### config.mk
export PLATFORM = sky130hd
export DESIGN_NAME = swwc_core
export DESIGN_NICKNAME = d
export VERILOG_FILES = /design/src/logic/swwc_pkg.sv /design/src/logic/swwc_core.sv
export VERILOG_INCLUDE_DIRS = /design/src /design/src/logic
export SDC_FILE = /design/constraint.sdc
export NUM_CORES = 1
export LEC_CHECK = 0
export ABC_AREA = 0
export BUFFER_PORTS_ARGS = -buffer_cell sky130_fd_sc_hd__buf_2
export CAP_MARGIN = 20
export CORE_MARGIN = 2
export CORE_UTILIZATION = 25
export CTS_BUF_LIST = sky130_fd_sc_hd__clkbuf_2 sky130_fd_sc_hd__clkbuf_4 sky130_fd_sc_hd__clkbuf_8
export DETAILED_ROUTE_END_ITERATION = 8
export SYNTH_ARGS = -nofsm -noshare
export SYNTH_HDL_FRONTEND = slang
export SYNTH_SLANG_ARGS = --single-unit
### constraint.sdc
create_clock -name sys_clk -period 3.35 [get_ports sys_clk]
set_clock_uncertainty 0.15 [all_clocks]
set_input_delay 0.335 -clock sys_clk [delete_from_list [all_inputs] [get_ports sys_clk]]
set_output_delay 0.335 -clock sys_clk [all_outputs]
set_load 0.03 [all_outputs]
### src/logic/swwc_map.svh
// offsets, field positions, reset values and timing counts of the wake/watchdog block
// assumes the includer needs plain macros only
`ifndef SWWC_MAP_SVH
`define SWWC_MAP_SVH
// ****************************************
// register map inside expanded bank
// ****************************************
`define SWWC_BANK_CFG      4'hf
`define SWWC_OFS_WAKE_ONE  4'hb
`define SWWC_OFS_WAKE_TWO  4'hd
`define SWWC_OFS_WDOG      4'hf
// ****************************************
// field positions
// ****************************************
`define SWWC_B_FLAG        7
`define SWWC_B_LEVEL       6
`define SWWC_B_DELAY       5
`define SWWC_B_SRC_HI      4
`define SWWC_B_SRC_LO      2
`define SWWC_B_EXTERNAL_CLOCK_DIVIDE      1
`define SWWC_B_DIV         0
`define SWWC_B_WD_XTAL     4
`define SWWC_B_WD_STOP     3
`define SWWC_B_WD_HALT     2
// ****************************************
// reset values
// ****************************************
`define SWWC_RST_WAKE_ONE  8'h20
`define SWWC_RST_WAKE_TWO  2'h0
`define SWWC_RST_WDOG      5'h0d
// ****************************************
// watchdog timeouts in system clocks, per tap code
// ****************************************
`define SWWC_WD_CLKS_0     12'h080
`define SWWC_WD_CLKS_1     12'h100
`define SWWC_WD_CLKS_2     12'h200
`define SWWC_WD_CLKS_3     12'h800
`endif

### src/logic/swwc_pkg.sv
// types of the wake/watchdog configuration block
// assumes swwc_map.svh holds the numbers
package swwc_pkg;
  // first wake register, writable part
  typedef struct packed {
    logic       level;
    logic       delay;
    logic [2:0] src;
    logic       external_clock_divide;
    logic       div;
  } swwc_wake_one_t;
  // watchdog mode, writable part
  typedef struct packed {
    logic       xtal;
    logic       stop_en;
    logic       halt_en;
    logic [1:0] tap;
  } swwc_wdog_t;
  // run/stop state, one-hot
  typedef enum logic [1:0] {
    SWWC_RUN  = 2'b01,
    SWWC_STOP = 2'b10
  } swwc_state_t;
endpackage
### src/logic/swwc_core.sv
// wake-source selection, start-type flag, clock divide and watchdog configuration
// assumes core strobes, port pins and sys_clk are synchronous; rst is the power-on reset
`timescale 1ns/1ps
`include "swwc_map.svh"
module swwc_core (
  // clock and reset
  input  wire logic       sys_clk,
  input  wire logic       rst,
  // register access from the core
  input  wire logic [3:0] rp_bank,
  input  wire logic [7:0] reg_addr,
  input  wire logic       reg_wr,
  input  wire logic       reg_rd,
  input  wire logic [7:0] reg_wdata,
  output logic      [7:0] reg_rdata,
  // core power state and events
  input  wire logic       enter_stop,
  input  wire logic       halt_mode,
  input  wire logic       wdog_reset,
  input  wire logic       wdog_timeout,
  // port pins
  input  wire logic [7:0] p2_in,
  input  wire logic [7:0] p2_out,
  input  wire logic [7:0] p2_dir_out,
  input  wire logic [3:0] p3_in,
  input  wire logic       analog_en,
  // results
  output logic            wake_pulse,
  output logic            wake_delay,
  output logic            in_stop,
  output logic            clk_div16,
  output logic            sys_clk_xtal_div,
  output logic            wdog_clk_xtal,
  output logic            wdog_run,
  output logic      [1:0] wdog_tap
);
  // ****************************************
  // storage
  // ****************************************
  swwc_pkg::swwc_wake_one_t wake_one, next_wake_one;
  swwc_pkg::swwc_wdog_t     wdog, next_wdog;
  swwc_pkg::swwc_state_t    state, next_state;
  logic [1:0] wake_two, next_wake_two;
  logic       flag, next_flag;
  logic [7:0] next_rdata;
  logic       next_wake_pulse, next_wake_delay, next_wdog_run;
  logic [7:0] p2_eff;
  logic       src_one, src_two, hit, wd_wake, sel;

  // ****************************************
  // pin sampling
  // ****************************************
  // output pins feed back their own driven level
  genvar gi;
  generate
    for (gi = 0; gi < 8; gi = gi + 1) begin : g_p2
      assign p2_eff[gi] = p2_dir_out[gi] ? p2_out[gi] : p2_in[gi];
    end
  endgenerate

  // ****************************************
  // wake source decode
  // ****************************************
  // level sources compare against the level bit; one sample is taken per clock, so a
  // fast wake depends on the source staying active several periods
  always_comb begin
    unique case (wake_one.src)
      3'h1:    src_one = (p3_in[0] == wake_one.level);
      3'h2:    src_one = !analog_en && (p3_in[1] == wake_one.level);
      3'h3:    src_one = !analog_en && (p3_in[2] == wake_one.level);
      3'h4:    src_one = !analog_en && (p3_in[3] == wake_one.level);
      3'h5:    src_one = (p2_eff[7] == wake_one.level);
      3'h6:    src_one = ((~|p2_eff[3:0]) == wake_one.level);
      3'h7:    src_one = ((~|p2_eff) == wake_one.level);
      default: src_one = 1'b0; // code 0: no source selected, the reset value
    endcase
    // second register shares the level bit; code 11 is reserved and wakes nothing
    unique case (wake_two)
      2'h1:    src_two = ((&p2_eff[3:0]) == wake_one.level);
      2'h2:    src_two = ((&p2_eff) == wake_one.level);
      default: src_two = 1'b0;
    endcase
  end

  // the two selections are simply ORed; firmware keeps one of them at zero
  assign hit     = (src_one || src_two) && (state == swwc_pkg::SWWC_STOP);
  assign wd_wake = wdog_timeout && (state == swwc_pkg::SWWC_STOP);
  assign sel     = (rp_bank == `SWWC_BANK_CFG) && (reg_addr[7:4] == 4'h0);

  // ****************************************
  // next-state logic
  // ****************************************
  always_comb begin
    next_wake_one   = wake_one;
    next_wdog       = wdog;
    next_wake_two   = wake_two;
    next_state      = state;
    next_flag       = flag;
    next_rdata      = 8'h00;
    next_wake_pulse = 1'b0;
    next_wake_delay = wake_delay;
    // writes: reserved bits are dropped
    if (reg_wr && sel && reg_addr[3:0] == `SWWC_OFS_WAKE_ONE) begin
      next_wake_one = reg_wdata[`SWWC_B_LEVEL:`SWWC_B_DIV];
    end
    if (reg_wr && sel && reg_addr[3:0] == `SWWC_OFS_WAKE_TWO) begin
      next_wake_two = reg_wdata[1:0];
    end
    if (reg_wr && sel && reg_addr[3:0] == `SWWC_OFS_WDOG) begin
      next_wdog = reg_wdata[`SWWC_B_WD_XTAL:0];
    end
    // reads show only the flag; write-only places read zero
    if (reg_rd && sel && reg_addr[3:0] == `SWWC_OFS_WAKE_ONE) begin
      next_rdata = {flag, 7'h00};
    end
    // a watchdog reset is a cold start unless a stop entry or a wake sets the flag in the same cycle
    if (wdog_reset) begin
      next_flag = 1'b0;
    end
    unique case (state)
      swwc_pkg::SWWC_RUN: begin
        if (enter_stop) begin
          next_state = swwc_pkg::SWWC_STOP;
          next_flag  = 1'b1; // set wins over a same-cycle clear
        end
      end
      swwc_pkg::SWWC_STOP: begin
        if (hit || wd_wake) begin
          next_state        = swwc_pkg::SWWC_RUN;
          next_wake_pulse   = 1'b1;
          next_flag         = 1'b1; // warm start
          next_wake_delay   = wake_one.delay || wd_wake;
          next_wake_one.div = 1'b0;
        end
      end
    endcase
    // watchdog gated by power state
    next_wdog_run = !((next_state == swwc_pkg::SWWC_STOP) && !next_wdog.stop_en)
                 && !(halt_mode && !next_wdog.halt_en);
  end

  // ****************************************
  // registers
  // ****************************************
  // every output is a flop so the core sees clean levels
  always_ff @(posedge sys_clk or posedge rst) begin
    if (rst) begin
      wake_one   <= 7'(`SWWC_RST_WAKE_ONE); // flag place is not stored here
      wdog       <= `SWWC_RST_WDOG;
      wake_two   <= `SWWC_RST_WAKE_TWO;
      state      <= swwc_pkg::SWWC_RUN;
      flag       <= 1'b0;
      reg_rdata  <= 8'h00;
      wake_pulse <= 1'b0;
      wake_delay <= 1'b1;
      wdog_run   <= 1'b1;
    end else begin
      wake_one   <= next_wake_one;
      wdog       <= next_wdog;
      wake_two   <= next_wake_two;
      state      <= next_state;
      flag       <= next_flag;
      reg_rdata  <= next_rdata;
      wake_pulse <= next_wake_pulse;
      wake_delay <= next_wake_delay;
      wdog_run   <= next_wdog_run;
    end
  end

  assign in_stop          = state[1];
  assign clk_div16        = wake_one.div;
  assign sys_clk_xtal_div = wake_one.external_clock_divide;
  assign wdog_clk_xtal    = wdog.xtal;
  assign wdog_tap         = wdog.tap;

  // ****************************************
  // checks
  // ****************************************
  property p_flag_set;
    @(posedge sys_clk) disable iff (rst) (state == swwc_pkg::SWWC_RUN && enter_stop) |=> flag && in_stop;
  endproperty
  a_flag_set: assert property (p_flag_set) else $error("flag not set on stop entry");
  property p_cold;
    @(posedge sys_clk) disable iff (rst) (wdog_reset && !enter_stop && !in_stop) |=> !flag;
  endproperty
  a_cold: assert property (p_cold) else $error("flag not cleared by watchdog reset");
  property p_div_clear;
    @(posedge sys_clk) disable iff (rst) wake_pulse |-> !clk_div16 && !in_stop;
  endproperty
  a_div_clear: assert property (p_div_clear) else $error("divider kept after wake");
  property p_no_wake_run;
    @(posedge sys_clk) disable iff (rst) (!in_stop) |=> !wake_pulse;
  endproperty
  a_no_wake_run: assert property (p_no_wake_run) else $error("wake outside stop");
  property p_wd_delay;
    @(posedge sys_clk) disable iff (rst) (in_stop && wdog_timeout) |=> wake_pulse && wake_delay && flag;
  endproperty
  a_wd_delay: assert property (p_wd_delay) else $error("watchdog wake without delay");
  property p_delay_sel;
    @(posedge sys_clk) disable iff (rst) (in_stop && hit && !wdog_timeout) |=> wake_delay == $past(wake_one.delay);
  endproperty
  a_delay_sel: assert property (p_delay_sel) else $error("delay select ignored");
  property p_read;
    @(posedge sys_clk) disable iff (rst) (reg_rd && sel) |=> reg_rdata[6:0] == 7'h00 && reg_rdata[7] == $past(flag)
      || $past(reg_addr[3:0]) != `SWWC_OFS_WAKE_ONE;
  endproperty
  a_read: assert property (p_read) else $error("write-only bits visible");
  property p_wd_stop;
    @(posedge sys_clk) disable iff (rst) (in_stop && !wdog.stop_en) |-> !wdog_run;
  endproperty
  a_wd_stop: assert property (p_wd_stop) else $error("watchdog runs in stop");
  property p_analog;
    @(posedge sys_clk) disable iff (rst) (in_stop && analog_en && wake_two == 2'h0 && !wdog_timeout
      && (wake_one.src == 3'h2 || wake_one.src == 3'h3 || wake_one.src == 3'h4)) |=> !wake_pulse;
  endproperty
  a_analog: assert property (p_analog) else $error("comparator pin woke part");
  c_src_wake: cover property (@(posedge sys_clk) disable iff (rst) in_stop && hit);
  c_wd_wake: cover property (@(posedge sys_clk) disable iff (rst) wd_wake);
  c_two_wake: cover property (@(posedge sys_clk) disable iff (rst) in_stop && src_two);
endmodule

==> qor.yml, run 1 <==
postCtsHoldBufs: 0
drv_slew: 0
regArea_um2: 534
tns_ns: 0
outcome: "complete, no violations"
worstReg2RegStart: "wake_one[2]$_DFFE_PP0P_"
synth.avg_cell_area_um2: 10.3
cts_sinks: 21
stdcell_area_um2: 1700
ioPinCount: 74
max_freq_mhz: 441
drc: 0
r2r_setup_slack_ns: 1.08
synth_ff_type: "dfrtp_1"
worst_pin_slew_ns: 0.803
syn_area_um2: 1290
crit_start: "wake_one[2]$_DFFE_PP0P_"
synth_edf_count: 0
coreArea_um2: 5040
clk_pin_slew_worst_paths_ns: 0.08
postRouteAntennaNets: 0
post_cts_resized: 0
drt_iter0_drc: 25
fillers: 533
die_h_um: 76.0
startpoint_type: "flop"
ys_seq_area_share_pct: 41.3
grt-ovfl-total: 0
grt_use_total_pct: 11.0
antenna_found_initial: 0
hold_class: "in2async"
rsz0062_at_grt: "false"
rr_worst_depth: 6
place.detailed.hpwl_um: 2490
grt_pass1_wl_um: 5260
htreeDepth: 1
grt_pass1_vias: 1169
r2r-end: "state[1]$_DFF_PP0_"
clock_latency_ns: 0.26
dieArea_um2: 5770
drtPass1Iterations: 4
required_ns: 3.40
final-setup-viol-count: 0
critical_path.max_fanout: 8
maxSlewHeadroom_pct: 46.4
hold_violations: 0
netlist_instances: 126
min_period_ns: 2.27
hold_ws_ns: 0.0671
power_density_nw_per_um2: 414
place_area_um2: 1650
initial_core_util_pct: 25.7
cts_tree: "yes"
nets: 249
cts-root-buf: "clkbuf_8"
synth_area_leader_cell: "dfrtp_1"
cts_made_buffers: 3
end_kind: "flop"
synth.top_cells.by_area: "dfrtp_1 27%, dfstp_2 14%, mux2_2 10%"
port_buffers: 65
wl_per_cell_um: 11.8
drv_cap: 0
power.leakage_nw: 0.865
diodes: 0
async_reset_ff_share_pct: 100
synth_cell_types: 41
synth_top_area_share_pct: 27.1
ir_drop_mv: 0.380
path_class: "reg2reg"
synth_seq_cells: 21
cts_setup_buffers: 0
area_growth_pct: 31.0
final_layout_size_suffix_gt1_share_pct: 49.5
yosysWarnings: 0
clock_path_buffers: 2
multi_input_area_um2: 673
die-width_um: 76.0
via_count: 1170
worstPathArrival_ns: 2.32
drt_wl_total_um: 3070
rows: 26
grt_start_max_net_pins: 22
gp_congestion: 0.774
fin_crit_sh_pct: 67.6
viasPerCell: 4.50
## registers in the layout, summed over array words and instances (netlist names), 2 cells and up
name      count
state         2
wake_one      5
wake_two      2
wdog          2
wdog_tap      2
## Yosys cell counts (all sizes together) (2+ instances only)
cell type	n
a21oi	6
nand4b	2
dfstp	7
nand3	5
mux2i	9
nor2b	5
inv	8
o21ai	4
dfrtp	14
mux2	12
nand2	9
nor2	3
nor3	3
nor4	2
a41oi	2
buf	11
nand4	4
## area by class of cell
cell class                 instances  area share, %
tap                               70           5.16
sequential                        21           31.5
inverter                           8           1.77
clock inverter                     1          0.295
multi-input combinational         92           39.7
clock buffer                       3           2.43
timing repair buffer              65           19.2
## logic make-up (layout without fill, tap and decap cells)
family	Yosys count	in the layout	synth area share, %
compound gates	21	21	11.8
fa+ha+maj	1	1	0.966
buf+inv	19	77	8.50
other cells	1	7	0.290
simple gates	42	42	19.5
mux	21	21	17.7
flops	21	21	41.3
## per-layer routing
| layer | track usage (%) | vias up | wire length (µm) |
|---|---|---|---|
| met2 | 17.9 | 55 | 1380 |
| met5 | 0 | - | 0 |
| li1 | - | 577 | - |
| met4 | 3.27 | 0 | 12 |
| met3 | 2.37 | 2 | 257 |
| met1 | 14.7 | 536 | 1420 |
## worst max-delay path by stage
stage,endpoint,slack [ns],depth (start not counted)
final,state[1]$_DFF_PP0_,1.08,6
after global routing,wake_delay$_DFFE_PP1P_,0.91,6
after floorplan,wdog_run$_DFF_PP1_,1.13,6
after detailed placement,clk_div16$_DFF_PP0_,0.85,6
after global placement,state[1]$_DFF_PP0_,0.85,7
after CTS,state[1]$_DFF_PP0_,1.05,6
## report_power, final
group	leakage [nW]	switching (mW)	internal, mW
sequential	0.251	0.0199	0.298
combinational	0.589	0.137	0.0831
clock	0.0255	0.0818	0.0827
## per-stage QoR
stage / utilization, % / worst slack (ns) / cells / power (mW)
after floorplan: - / 1.13 / 132 / 0.469
after global placement: 32.7 / 0.852 / 256 / 0.540
after detailed placement: 32.7 / 0.848 / 256 / 0.545
after CTS: 33.6 / 1.05 / 260 / 0.715
after global routing: 33.6 / 0.910 / 260 / 0.753
final: 33.6 / 1.08 / 260 / 0.702
## worst max-delay path, cell delays in order, from the launching register on
cell	delay, ns
dfrtp_1	0.46
inv_1	0.13
a41oi_1	0.05
or3_1	0.35
a221o_1	0.36
a21oi_1	0.44
o221a_1	0.26
## cell usage in the layout, fill, tap and decap left out, types with 2 or more instances in the layout
cell / count
nand3_1: 5
a41oi_1: 2
nor2_1: 3
dfstp_2: 7
nor2b_1: 5
buf_2: 65
nor3_1: 2
inv_1: 8
nand2_1: 9
dfrtp_1: 14
o21ai_0: 4
nor4_1: 2
nand4b_1: 2
clkbuf_8: 3
mux2i_1: 8
mux2_2: 12
a21oi_1: 6
conb_1: 7
nand4_1: 3
Note: power is estimated with default switching activity, not from simulation.
==> run 2, diff against run 1 <==
==> constraint.sdc (replaced) <==
create_clock -name sys_clk -period 1.95 [get_ports sys_clk]
set_clock_uncertainty 0.15 [all_clocks]
set_input_delay 0.195 -clock sys_clk [delete_from_list [all_inputs] [get_ports sys_clk]]
set_output_delay 0.195 -clock sys_clk [all_outputs]
set_load 0.03 [all_outputs]
==> run 2 against run 1 <==
The flow now finishes with violations (negative setup slack); sequential share of layout area down 2.7 points; global-route usage up 0.20 points; via count up 4.1%; non-clock buffer count up 11; largest cell class unchanged; first-iteration DRC count up 16%; final area up 10%; clock-buffer cell count up 1; die area unchanged; total power up 81%.
==> qor.yml, run 2 (synthesis gave the netlist of run 1 again) <==
outcome: "complete, but fails checks"
violations: "negative setup slack"
drv_cap: 0
place_area_um2: 1740
grt_start_max_net_pins: 22
ioPinCount: 74
area_growth_pct: 44.4
rsz0062_at_grt: "true"
cpPeakStageDelay_ns: 0.46
setup_slack_ns: -0.0955
gp_congestion: 0.721
power_density_nw_per_um2: 680
seq_power_share_pct: 43.1
min_period_ns: 2.05
diodes: 0
drt_wl_total_um: 3230
postRouteAntennaNets: 0
end_kind: "flop"
largest_register: "wake_one"
p_int_uw: 838
required_ns: 1.99
max_freq_mhz: 489
wl_per_cell_um: 11.9
stdcell_count: 271
totalPowerFinal_mw: 1.27
clock_latency_ns: 0.26
htreeDepth: 1
clk_pin_slew_worst_paths_ns: 0.07
cts_tree: "yes"
antenna_found_initial: 0
holdPathStages: 2
utilization_pct: 37.1
grt_pass1_vias: 1212
grt_use_total_pct: 11.2
power.leakage_nw: 0.935
critical_path.max_fanout: 7
cts-root-buf: "clkbuf_8"
tns_ns: -0.220
die_h_um: 76.0
p_clk_share_pct: 23.6
dieArea_um2: 5770
cts_made_buffers: 3
nets: 260
p_comb_share_pct: 33.3
coreArea_um2: 5040
drv_slew: 0
fin_crit_sh_pct: 105
p_sw_uw: 435
swShare_pct: 34.2
cts_sinks: 21
initial_core_util_pct: 25.7
grt-ovfl-total: 0
place.detailed.hpwl_um: 2580
final_common_cell: "buf_2"
drt_iter0_drc: 29
most-common-layout-cells: "65 x buf_2, 11 x dfrtp_1, 10 x mux2_2, 10 x buf_4, 9 x nand2_1"
final-setup-viol-count: 5
largest_reg_flops: 5
hold_class: "in2reg"
die-width_um: 76.0
rr_worst_depth: 6
viasPerCell: 4.49
path_class: "reg2reg"
worstPathArrival_ns: 2.09
clock_path_buffers: 2
ir_drop_mv: 0.481
port_buffers: 65
drc: 0
critical_path.cell_chain: "inv_2 > a41oi_2 > or3_1 > a221o_1 > a2111oi_2 > and3b_1"
final_layout_size_suffix_gt1_share_pct: 58.7
stdcell_area_um2: 1870
grt_pass1_wl_um: 5290
startpoint_type: "flop"
rows: 26
via_count: 1218
slowest_stage: "dfrtp_2"
dp_cells: 264
drtPass1Iterations: 4
hold_violations: 0
==> run 2: cell types whose count changed in the layout (fill, tap and decap cells not counted), moves of 2 or more <==
cell and change:
a21oi_1 -3, a21oi_2 +2, a41oi_1 -2, a41oi_2 +2, buf_4 +10, dfrtp_1 -3, dfrtp_2 +3, mux2_2 -2
mux2_4 +2, o21ai_0 -2, o21ai_1 +2
==> run 2: stage by stage <==
stage | worst slack, ns | hold WS, ns
CTS | -0.106 | 0.00123
floorplan | -0.0392 | 0.0163
detailed placement | -0.237 | 0.0913
finish | -0.0955 | 0.00309
global placement | -0.190 | 0.0897
global route | -0.165 | 0.00643
==> run 2: power groups by stage <==
stage | Clock [mW] | Combinational, mW | Sequential [mW]
CTS | 0.316 | 0.414 | 0.549
finish | 0.301 | 0.423 | 0.549
floorplan | 0 | 0.189 | 0.621
global route | 0.332 | 0.468 | 0.558
global placement | 0 | 0.387 | 0.556
detailed placement | 0 | 0.390 | 0.554
==> run 2: cell type report <==
cell class	count	area, µm²
Fill cell	521	3170
Multi-Input combinational cell	92	756
Sequential cell	21	538
Timing Repair Buffer	76	410
Tap cell	70	87.6
Clock buffer	4	48.8
Inverter	8	30.0
==> run 2: final timing paths <==
kind / start / endpoint / slack [ns]
max: wake_one[2]$_DFFE_PP0P_ / wake_delay$_DFFE_PP1P_ / -0.1
min: enter_stop / state[0]$_DFF_PP1_ / 0.003
max reg2reg: wake_one[2]$_DFFE_PP0P_ / wake_delay$_DFFE_PP1P_ / -0.1
min reg2reg: wake_two[0]$_DFFE_PP0P_ / wake_two[0]$_DFFE_PP0P_ / 0.37
max in group asynchronous: rst / wake_delay$_DFFE_PP1P_ / 1.02
min in group asynchronous: rst / flag$_DFF_PP0_ / 0.36
==> run 2: metal layers <==
layer	track usage, %	share of wire (%)	vias to the layer above
met5	0	0	-
met4	4.36	1.5	0
met3	2.01	7.6	5
met2	19.8	47	60
met1	13.4	44	552
li1	-	-	601
==> run 2: critical path: cells and delay by family, from the launching register on <==
family                 cells  cell delay, ns
AO/OA/AOI/OAI              3            0.73
buffers and inverters      1            0.08
AND/OR/NAND/NOR            2            0.56
flip-flops                 1            0.46
==> run 2: what timing repair did <==
action / in CTS / in global routing
buffers inserted: 2 / 0
setup endpoints to repair: 7 / 7
hold buffers: 1 / 0
endpoints found under the hold margin: 14 / 0
pin swaps: 2 / 2
resized for setup: 13 / 3
